### src/csf_pkg.sv
// csf_pkg: constants for the processor status flag register
// assumes: included before csf_top and csf_alu; nothing imported
package csf_pkg;
	// bit positions within the status byte
	localparam int BIT_IND_BANK  = 7;
	localparam int BIT_BANK_HI   = 6;
	localparam int BIT_BANK_LO   = 5;
	localparam int BIT_WDT_EXP   = 4;
	localparam int BIT_SLEEP_ENT = 3;
	localparam int BIT_NULL      = 2;
	localparam int BIT_NIBBLE    = 1;
	localparam int BIT_MSB       = 0;
	// reset value: bank bits clear, watchdog expiry and sleep entered set, flags clear
	localparam logic [7:0] STATUS_RESET = 8'h18;
	// register offsets on the plain software port
	localparam logic [3:0] OFF_STATUS   = 4'h0;
	localparam logic [3:0] OFF_IRQ_STAT = 4'h1;
	localparam logic [3:0] OFF_IRQ_CLR  = 4'h2;
	localparam logic [3:0] OFF_IRQ_EN   = 4'h3;
	// event bits in the interrupt registers
	localparam int EV_WDT_TIMEOUT = 0;
	localparam int EV_SLEEP       = 1;
	localparam int EV_NULL_RESULT = 2;
	localparam int EV_WIDTH       = 3;
	localparam logic [EV_WIDTH-1:0] IRQ_RESET = 3'h0;
	// alu operation codes
	typedef enum logic [2:0] {
		CSF_OP_NONE  = 3'b000,
		CSF_OP_ADD   = 3'b001,
		CSF_OP_SUB   = 3'b010,
		CSF_OP_RR    = 3'b011,
		CSF_OP_RL    = 3'b100,
		CSF_OP_LOGIC = 3'b101
	} csf_op_type;
	// direct bank base addresses
	localparam logic [8:0] BANK0_BASE = 9'h000;
	localparam logic [8:0] BANK1_BASE = 9'h080;
	localparam logic [8:0] BANK2_BASE = 9'h100;
	localparam logic [8:0] BANK3_BASE = 9'h180;
endpackage

### src/csf_alu.sv
// csf_alu: combinational result and flag generation for one operation
// assumes: operands valid in the cycle the op code is presented
`timescale 1ns/1ns
module csf_alu (
	input  wire csf_pkg::csf_op_type op,
	input  wire logic [7:0]         a_val,
	input  wire logic [7:0]         b_val,
	input  wire logic               carry_in,
	input  wire logic [7:0]         logic_res,
	output logic      [7:0]         result,
	output logic                    null_flag,
	output logic                    nibble_flag,
	output logic                    msb_flag,
	output logic                    upd_null,
	output logic                    upd_nibble,
	output logic                    upd_msb
);
	// subtraction is a + ~b + 1, so carries come out as active-low borrows
	wire logic [7:0] b_eff   = (op == csf_pkg::CSF_OP_SUB) ? ~b_val : b_val;
	wire logic       cin     = (op == csf_pkg::CSF_OP_SUB);
	wire logic [4:0] low_sum = {1'b0, a_val[3:0]} + {1'b0, b_eff[3:0]} + {4'h0, cin};
	wire logic [8:0] sum     = {1'b0, a_val} + {1'b0, b_eff} + {8'h00, cin};
	wire logic       arith   = (op == csf_pkg::CSF_OP_ADD) || (op == csf_pkg::CSF_OP_SUB);
	wire logic       rot     = (op == csf_pkg::CSF_OP_RR) || (op == csf_pkg::CSF_OP_RL);

	// result select; rotates pass through the carry flag
	always_comb begin
		unique case (op)
			csf_pkg::CSF_OP_ADD,
			csf_pkg::CSF_OP_SUB:   result = sum[7:0];
			csf_pkg::CSF_OP_RR:    result = {carry_in, a_val[7:1]};
			csf_pkg::CSF_OP_RL:    result = {a_val[6:0], carry_in};
			csf_pkg::CSF_OP_LOGIC: result = logic_res;
			default:               result = a_val;
		endcase
	end

	// flag values and which of them this op updates
	assign null_flag   = (result == 8'h00);
	assign nibble_flag = low_sum[4];
	assign msb_flag    = rot ? ((op == csf_pkg::CSF_OP_RR) ? a_val[0] : a_val[7])
	                         : sum[8];
	assign upd_null    = arith || (op == csf_pkg::CSF_OP_LOGIC);
	assign upd_nibble  = arith;
	assign upd_msb     = arith || rot;
endmodule

### src/csf_top.sv
// csf_top: the processor status flag register with bank select and power flags
// assumes: core drives one op per cycle on clk; software port is single-cycle
//
// The implementer's own choices: the register addresses and the plain strobed port.
`timescale 1ns/1ns
module csf_top (
	input  wire logic                    clk,
	input  wire logic                    sys_rst,
	input  wire csf_pkg::csf_op_type     alu_op,
	input  wire logic [7:0]              alu_a,
	input  wire logic [7:0]              alu_b,
	input  wire logic [7:0]              alu_logic_res,
	input  wire logic                    dest_is_status,
	input  wire logic                    core_wr,
	input  wire logic [7:0]              core_wr_data,
	input  wire logic                    watchdog_kick_instr,
	input  wire logic                    sleep_instr,
	input  wire logic                    watchdog_timeout,
	input  wire logic [3:0]              sw_addr,
	input  wire logic [7:0]              sw_wdata,
	input  wire logic                    sw_wr,
	input  wire logic                    sw_rd,
	output logic      [7:0]              sw_rdata,
	output logic      [7:0]              alu_result,
	output logic      [7:0]              status_out,
	output logic      [1:0]              direct_bank_field,
	output logic                         indirect_bank_bit,
	output logic      [8:0]              direct_bank_base,
	output logic                         irq
);
	logic [7:0]                   status_flags_reg;
	logic [7:0]                   status_flags_next;
	logic [csf_pkg::EV_WIDTH-1:0] irq_stat_reg;
	logic [csf_pkg::EV_WIDTH-1:0] irq_stat_next;
	logic [csf_pkg::EV_WIDTH-1:0] irq_en_reg;
	logic [7:0]                   sw_rdata_reg;
	logic [7:0]                   result_reg;
	logic                         wdt_ext_s1_reg;
	logic                         wdt_ext_s2_reg;

	wire logic null_v;
	wire logic nibble_v;
	wire logic msb_v;
	wire logic upd_null;
	wire logic upd_nibble;
	wire logic upd_msb;
	wire logic [7:0] res_v;

	csf_alu csf_alu_i (
		.op          (alu_op),
		.a_val       (alu_a),
		.b_val       (alu_b),
		.carry_in    (status_flags_reg[csf_pkg::BIT_MSB]),
		.logic_res   (alu_logic_res),
		.result      (res_v),
		.null_flag   (null_v),
		.nibble_flag (nibble_v),
		.msb_flag    (msb_v),
		.upd_null    (upd_null),
		.upd_nibble  (upd_nibble),
		.upd_msb     (upd_msb)
	);

	// map a bank field to its base address; used only for the direct_bank_base output
	function automatic logic [8:0] bank_base(input logic [1:0] sel);
		unique case (sel)
			2'b00: bank_base = csf_pkg::BANK0_BASE;
			2'b01: bank_base = csf_pkg::BANK1_BASE;
			2'b10: bank_base = csf_pkg::BANK2_BASE;
			2'b11: bank_base = csf_pkg::BANK3_BASE;
		endcase
	endfunction

	// write decode: the core and software both reach the status byte
	wire logic       sw_wr_status = sw_wr && (sw_addr == csf_pkg::OFF_STATUS);
	wire logic       sw_wr_clr    = sw_wr && (sw_addr == csf_pkg::OFF_IRQ_CLR);
	wire logic       sw_wr_en     = sw_wr && (sw_addr == csf_pkg::OFF_IRQ_EN);
	wire logic       core_wr_st   = core_wr && dest_is_status;
	wire logic       any_wr       = core_wr_st || sw_wr_status;
	// core write has priority over a coincident software write
	wire logic [7:0] wr_val       = core_wr_st ? core_wr_data : sw_wdata;

	// timeout arrives from the watchdog's own timing, so it is synchronised
	always_ff @(posedge clk) begin
		if (sys_rst) begin
			wdt_ext_s1_reg <= 1'b0;
			wdt_ext_s2_reg <= 1'b0;
		end else begin
			wdt_ext_s1_reg <= watchdog_timeout;
			wdt_ext_s2_reg <= wdt_ext_s1_reg;
		end
	end

	// next status value; the alu flags win over written data in the same cycle
	always_comb begin
		status_flags_next = status_flags_reg;
		if (any_wr) begin
			status_flags_next[csf_pkg::BIT_IND_BANK] = wr_val[csf_pkg::BIT_IND_BANK];
			status_flags_next[csf_pkg::BIT_BANK_HI]  = wr_val[csf_pkg::BIT_BANK_HI];
			status_flags_next[csf_pkg::BIT_BANK_LO]  = wr_val[csf_pkg::BIT_BANK_LO];
			if (!upd_null)
				status_flags_next[csf_pkg::BIT_NULL] = wr_val[csf_pkg::BIT_NULL];
			if (!upd_nibble)
				status_flags_next[csf_pkg::BIT_NIBBLE] = wr_val[csf_pkg::BIT_NIBBLE];
			if (!upd_msb)
				status_flags_next[csf_pkg::BIT_MSB] = wr_val[csf_pkg::BIT_MSB];
		end
		// power flags take no written data at all
		if (upd_null)
			status_flags_next[csf_pkg::BIT_NULL] = null_v;
		if (upd_nibble)
			status_flags_next[csf_pkg::BIT_NIBBLE] = nibble_v;
		if (upd_msb)
			status_flags_next[csf_pkg::BIT_MSB] = msb_v;
		// kick and sleep mark the flags; timeout last so it is never masked
		if (watchdog_kick_instr) begin
			status_flags_next[csf_pkg::BIT_WDT_EXP]   = 1'b1;
			status_flags_next[csf_pkg::BIT_SLEEP_ENT] = 1'b1;
		end
		if (sleep_instr) begin
			status_flags_next[csf_pkg::BIT_WDT_EXP]   = 1'b1;
			status_flags_next[csf_pkg::BIT_SLEEP_ENT] = 1'b0;
		end
		if (wdt_ext_s2_reg)
			status_flags_next[csf_pkg::BIT_WDT_EXP] = 1'b0;
	end

	// sticky event bits; a new event wins over a clear in the same cycle
	wire logic [csf_pkg::EV_WIDTH-1:0] ev_vec = {upd_null && null_v, sleep_instr, wdt_ext_s2_reg};
	always_comb begin
		irq_stat_next = irq_stat_reg;
		if (sw_wr_clr)
			irq_stat_next = irq_stat_reg & ~sw_wdata[csf_pkg::EV_WIDTH-1:0];
		irq_stat_next = irq_stat_next | ev_vec;
	end

	// status register holds power-on state until released
	always_ff @(posedge clk) begin
		if (sys_rst)
			status_flags_reg <= csf_pkg::STATUS_RESET;
		else
			status_flags_reg <= status_flags_next;
	end

	// interrupt status and enable
	always_ff @(posedge clk) begin
		if (sys_rst) begin
			irq_stat_reg <= csf_pkg::IRQ_RESET;
			irq_en_reg   <= csf_pkg::IRQ_RESET;
		end else begin
			irq_stat_reg <= irq_stat_next;
			if (sw_wr_en)
				irq_en_reg <= sw_wdata[csf_pkg::EV_WIDTH-1:0];
		end
	end

	// read mux; unmapped and write-only offsets read as zero
	wire logic [7:0] rd_mux =
		(sw_addr == csf_pkg::OFF_STATUS)   ? status_flags_reg :
		(sw_addr == csf_pkg::OFF_IRQ_STAT) ? {5'h00, irq_stat_reg} :
		(sw_addr == csf_pkg::OFF_IRQ_EN)   ? {5'h00, irq_en_reg} :
		8'h00;

	// read data registered: valid only the cycle after the strobe
	always_ff @(posedge clk) begin
		if (sys_rst)
			sw_rdata_reg <= 8'h00;
		else
			sw_rdata_reg <= sw_rd ? rd_mux : 8'h00;
	end

	// alu result registered alongside the flags it produced
	always_ff @(posedge clk) begin
		if (sys_rst)
			result_reg <= 8'h00;
		else
			result_reg <= res_v;
	end

	// bank selection straight from the stored bits
	assign direct_bank_field = status_flags_reg[csf_pkg::BIT_BANK_HI:csf_pkg::BIT_BANK_LO];
	assign indirect_bank_bit = status_flags_reg[csf_pkg::BIT_IND_BANK];
	assign direct_bank_base  = bank_base(direct_bank_field);
	assign status_out        = status_flags_reg;
	assign sw_rdata          = sw_rdata_reg;
	assign alu_result        = result_reg;
	assign irq               = |(irq_stat_reg & irq_en_reg);
endmodule

### config.mk
export PLATFORM = sky130hd
export DESIGN_NAME = csf_top
export DESIGN_NICKNAME = d
export VERILOG_FILES = /design/src/csf_pkg.sv /design/src/csf_alu.sv /design/src/csf_top.sv
export SDC_FILE = /design/constraint.sdc
export NUM_CORES = 1
export LEC_CHECK = 0
export BUFFER_PORTS_ARGS = -buffer_cell sky130_fd_sc_hd__buf_2
export CORE_MARGIN = 2
export CORE_UTILIZATION = 45
export CTS_BUF_LIST = sky130_fd_sc_hd__clkbuf_4
export CTS_CLUSTER_DIAMETER = 40
export CTS_CLUSTER_SIZE = 12
export DETAILED_ROUTE_END_ITERATION = 6
export PLACE_DENSITY = 0.82
export SYNTH_ARGS = -nofsm -noshare
export SYNTH_HDL_FRONTEND = slang
export SYNTH_SLANG_ARGS = --single-unit
### constraint.sdc
create_clock -name clk -period 2.87 [get_ports clk]
set_clock_uncertainty 0.1 [all_clocks]
set_input_delay 0.287 -clock clk [delete_from_list [all_inputs] [get_ports clk]]
set_output_delay 0.287 -clock clk [all_outputs]
set_load 0.05 [all_outputs]
Word-level counts from Yosys, hierarchy flattened
Cells that the tools add are included.
{ "classes": {"addsub": 4, "eq_ne": 11, "muxes": 20, "bitwise": 6, "reduce_logical": 21} }
{ "op_table": {"columns": ["cell", "count"], "rows": [
  ["$pmux W9 S4", 1],
  ["$pmux W8 S4", 1],
  ["$mux W8", 3],
  ["$mux W3", 4],
  ["$add A8 B8 Y9", 1],
  ["$add A9 B1 Y9", 1],
  ["$mux W1", 9],
  ["$eq A4 B2 Y1 const B", 2],
  ["$logic_not A8 Y1", 1],
  ["$not A8 Y8", 1],
  ["$reduce_bool A2 Y1", 4],
  ["$and A3 B3 Y3", 2],
  ["$eq A3 B2 Y1 const B", 2],
  ["$eq A3 B3 Y1 const B", 2],
  ["$add A4 B4 Y5", 1],
  ["$add A5 B1 Y5", 1],
  ["$logic_and A1 B1 Y1", 5],
  ["$logic_or A1 B1 Y1", 5],
  ["$eq A2 B2 Y1 const B", 2],
  ["$eq A4 B1 Y1 const B", 1],
  ["$logic_not A4 Y1", 1],
  ["$mux W2", 2],
  ["$reduce_or A2 Y1", 2],
  ["$eq A3 B1 Y1 const B", 1],
  ["other kinds (7)", 7]
]} }
{ "word_totals": {"register_bits": 32, "in_bits": 56, "out_inout_bits": 37, "wordCells": 74} }

Longest topological paths before layout
{ "logic_depth": {"word_depth": 8, "depth_mapped": 13, "mapped_depth_nobuf": 11} }

Hierarchy
A second synthesis with hierarchy kept.
{ "hier_totals": {"cells_unflattened": 284, "hier_area_um2": 2336.0} }
{ "by_module_without_submodules": {"columns": ["module", "n_inst", "cells_per_inst", "area_per_inst_um2", "seq_area_each_um2"], "rows": [
  ["csf_top", 1, 154, 1381.3, 640.6],
  ["csf_alu", 1, 130, 954.7, 0.0]
]} }

Worst setup path before layout
Ideal clock, no wire load.
{ "synth_timing": {"kind": "in2reg", "from": "input alu_op[1]", "to": "register irq_stat_reg[2] (netlist name)", "setup_time_ns": 0.070, "arrival_time_ns": 2.653, "setup_slack_ns": 0.046, "path_stages": 12, "cell_sequence": "buf_2 > nor3b_1 > buf_2 > xor2_1 > ha_1 > a31o_2 > a221oi_1 > o31ai_1 > mux2_2 > o211ai_2 > nand4_2 > a21oi_1"} }
{ "synth_between": {"elab_chain_len": 8} }
{ "synth_rtl": {"columns": ["item", "line", "source"], "rows": [
  ["start: declaration", "csf_top.sv:9", "input wire csf_pkg::csf_op_type alu_op,"],
  ["$eq A3 B2 Y1", null, null],
  ["$mux W8", "csf_alu.sv:19", "wire logic [7:0] b_eff = (op == csf_pkg::CSF_OP_SUB) ? ~b_val : b_val;"],
  ["$add A8 B8 Y9", "csf_alu.sv:22", "wire logic [8:0] sum = {1'b0, a_val} + {1'b0, b_eff} + {8'h00, cin};"],
  ["$add A9 B1 Y9", "csf_alu.sv:22", null],
  ["$pmux W8 S4", "csf_alu.sv:28", "unique case (op)"],
  ["$logic_not A8 Y1", "csf_alu.sv:39", "assign null_flag = (result == 8'h00);"],
  ["$logic_and A1 B1 Y1 *", "csf_top.sv:129", "wire logic [csf_pkg::EV_WIDTH-1:0] ev_vec = {upd_null && null_v, sleep_instr, wdt_ext_s2_reg};"],
  ["$or A3 B3 Y3 *", "csf_top.sv:134", "irq_stat_next = irq_stat_next | ev_vec;"],
  ["end signal: assignment", "csf_top.sv:148", "irq_stat_reg <= csf_pkg::IRQ_RESET;"],
  ["end signal: assignment", "csf_top.sv:151", "irq_stat_reg <= irq_stat_next;"],
  ["end: declaration", "csf_top.sv:33", "logic [csf_pkg::EV_WIDTH-1:0] irq_stat_reg;"]
]} }
Every way passes the cells marked *; elsewhere a longest branch is shown, timed or not.
A chain may end at the register's enable or synchronous reset.

Final worst setup path
{ "layout_timing": {"from": "input alu_op[0]", "to": "register status_flags_reg[2], in the netlist status_out[2]"} }
{ "layout_between": {"elab_chain_len": 7} }
{ "layout_rtl": {"columns": ["item", "line", "source"], "rows": [
  ["$eq A3 B2 Y1", null, null],
  ["$mux W8", "csf_alu.sv:19", null],
  ["$add A8 B8 Y9", "csf_alu.sv:22", null],
  ["$add A9 B1 Y9", "csf_alu.sv:22", null],
  ["$pmux W8 S4", "csf_alu.sv:28", null],
  ["$logic_not A8 Y1", "csf_alu.sv:39", null],
  ["$mux W1", "csf_top.sv:109", "if (upd_null)"],
  ["end signal: assignment", "csf_top.sv:140", "status_flags_reg <= csf_pkg::STATUS_RESET;"],
  ["end signal: assignment", "csf_top.sv:142", "status_flags_reg <= status_flags_next;"],
  ["end: declaration", "csf_top.sv:31", "logic [7:0] status_flags_reg;"]
]} }
Several ways; a longest one is shown, not always the timed one. The select of a mux whose other input is x is not followed.

==> impl_metrics.csv <==
group,metric,value,unit
synth,ys.flop_type,"dfxtp_1",
synth,synth_top_cells_by_count,"dfxtp_1 (32), nor2_1 (32), nand2_1 (22)",
worst_setup_path,worstPathArrival,2.75,ns
detailed_routing,drcViolationCount,0,
placement,pre_cts_slack,-0.05408,ns
die,row_count,25,
worst_setup_path,required,3.03,ns
clock_network,cts_setup_buffers,0,
die,die_height,73.48,um
sta,setup_viol,0,
detailed_routing,first_pass_iters,7,
detailed_routing,wire_per_inst,13.97,um
sta,finalMaxSlewViolations,0,
sta,worst_pin_slew,0.5696,ns
synth,ys_ff_latch,32,
synth,syn_area_per_cell,8.322,um^2
die,die_area,5399,um^2
hold_path,hp-class,"in2reg",
placement,hpwlAfterDp,4303,um
global_route,grt_pass1_wl,9018,um
worst_setup_path,path_max_fanout,5,
global_route,grt_pass1_vias,1894,
synth,yosysTopAreaCell,"dfxtp_1",
sta,rsz0062_at_grt,"false",
sta,min_period,2.586,ns
clock_network,clock-root-buffer,"clkbuf_4",
detailed_routing,drtAntennaViolNets,0,
cells_and_area,final.fill_count,447,
die,num_io_pins,93,
hold_path,hold_start,"watchdog_timeout",
synth,synth_compound_area_frac,0.2235,
global_route,grt_max_degree,28,
synth,ys_warn_count,0,
clock_network,clock_path_buffers,2,
cells_and_area,fin_area,2711,um^2
global_route,grtUsageTotal,0.2153,
clock_network,clock_latency,0.33,ns
die,start_util,0.4629,
cells_and_area,antenna_cells,0,
placement,place_congestion,0.9162,
worst_setup_path,reg2reg_from,"status_out[0]",
hold_path,whs_endpoint,"wdt_ext_s1_reg",
synth,synth_top_area_frac,0.2949,
synth,synthCells,261,
placement,postPlaceCellArea,2631,um^2
die,core,4692,um^2
power,ir_drop,0.0002609,V
power,power_density,474.0,nW/um^2
clock_network,hold_buffers,0,
synth,yosys.area_share.adder,0.06682,
worst_setup_path,worst_setup_path_start_kind,"primary input",
synth,synth_xor_area_frac,0.04839,
die,die_w,73.48,um
cells_and_area,nNetsFinal,412,
sta,slew_headroom,0.6189,
hold_path,min_delay_path_depth,2,
worst_setup_path,r2r_end,"status_out[2]",
clock_network,clk_pin_slew,0.10,ns
synth,synth_mux_area_frac,0.05703,
worst_setup_path,reg2reg_slack,0.99,ns
power,power_leakage,1.352,nW
clock_network,numClockSinks,32,
synth,seq_area_frac_synth,0.2949,
clock_network,cts_tree,"yes",
synth,syn-cell-area,2172,um^2
flow_run,max-cap-violations,0,
synth,synth-edff-count,0,
sta,hold_viol_final,0,
worst_setup_path,cp-end-kind,"flop",
placement,io_buffer_count,81,
sta,min_period_over_period,0.9011,
detailed_routing,drt_iter0_drc,131,
clock_network,cts-buffers-inserted,5,
global_route,gr-total-overflow,0,
synth,post_synth_and_or_nand_nor_area_fraction,0.2270,
clock_network,htree_levels,2,
cells_and_area,syn_to_final_growth,24.83,%
detailed_routing,vias_per_cell,5.498,
synth,netlist_top_cells_area,"dfxtp_1 (29%), ha_1 (5.8%), nor2_1 (5.5%)",
sta,timing.fmax,386.7,MHz
sta,worst_slack,0.2839,ns
global_route,antenna_found_initial,0,
synth,synth_top_family_by_area,"simple AND/OR/NAND/NOR gates",
synth,synth.distinct_cells,55,
clock_network,ctsResizeCount,0,
detailed_routing,drt-total-wl,5586,um
detailed_routing,vias,2199,
cells_and_area,drive_gt1_frac,0.3353,
outcome,status,"complete, no violations",
synth,async_reset_ff_frac,0,
worst_setup_path,crit_type,"in2reg",
sta,fin_hold_ws,0.06929,ns
worst_setup_path,rr_worst_depth,7,
## cells in the final DEF, fill, tap and decap left out, drive strengths merged, types with 3 or more instances in the layout
| cell type | n |
|---|---|
| a211oi | 3 |
| o21ai | 7 |
| o221ai | 4 |
| dfxtp | 32 |
| o21a | 3 |
| a21o | 5 |
| mux2 | 3 |
| xor2 | 9 |
| nor2 | 32 |
| ha | 10 |
| buf | 98 |
| nor3 | 5 |
| a22o | 3 |
| clkbuf | 6 |
| nor2b | 9 |
| xnor2 | 3 |
| nand2b | 9 |
| a21oi | 15 |
| a222oi | 6 |
| mux2i | 9 |
| and2 | 6 |
| nand2 | 22 |
| inv | 3 |
| conb | 7 |
## worst max-delay path: stages
cell and delay [ns]:
buf_2 0.11, nor3b_1 0.18, buf_4 0.17, xor2_1 0.19, ha_1 0.28, a31o_2 0.26, a221oi_1 0.35, buf_4 0.18
xor2_1 0.14, o21ai_0 0.09, o21ai_0 0.18, nand4_2 0.19, o21ai_1 0.14
## power breakdown
part	internal, mW	switching, mW	total, mW
clock network	0.192	0.148	0.340
logic	0.176	0.286	0.463
registers	0.469	0.0141	0.483
## per-stage QoR
step / std cells / setup TNS (ns) / total power [mW] / util
after detailed placement: 392 / -0.09942 / 0.9510 / 0.5608
after floorplan: 267 / 0 / 0.8172 / -
after CTS: 400 / 0 / 1.292 / 0.5779
after global routing: 400 / 0 / 1.361 / 0.5779
final: 400 / 0 / 1.285 / 0.5779
after global placement: 392 / 0 / 0.9421 / 0.5608
## final cells by class
class | instances | area (um^2) | share of cell area
Clock buffer | 6 | 45.04 | 0.01661
Clock inverter | 2 | 35.03 | 0.01292
Inverter | 3 | 11.26 | 0.004153
Multi-Input combinational cell | 205 | 1379 | 0.5085
Sequential cell | 32 | 640.6 | 0.2363
Tap cell | 54 | 67.56 | 0.02492
Timing Repair Buffer | 98 | 533.0 | 0.1966
## per-layer routing
metal  track usage  part of all wire
met4       0.08485             0.023
met1        0.2789              0.43
met5             0                 0
met3       0.04527             0.095
met2        0.3482              0.46
## kinds of logic after synthesis
kind of cell / after synthesis
and+or+nand+nor: 98
AOI/OAI and AO/OA: 65
DFF: 32
buffers and inverters: 30
xor gates and xnor gates: 12
muxes: 12
adders and majority gates: 11
other: 1
## worst max path at each step
stage | to | startpoint | cells past startpoint
global placement | irq_stat_reg[2] | alu_op[0] | 13
global route | irq_stat_reg[2] | alu_op[0] | 13
floorplan | irq_stat_reg[2] | alu_op[1] | 12
finish | status_out[2] | alu_op[0] | 13
detailed placement | irq_stat_reg[2] | alu_op[0] | 13
CTS | irq_stat_reg[2] | alu_op[0] | 13
No activity file was read; power rests on OpenSTA's default activity.
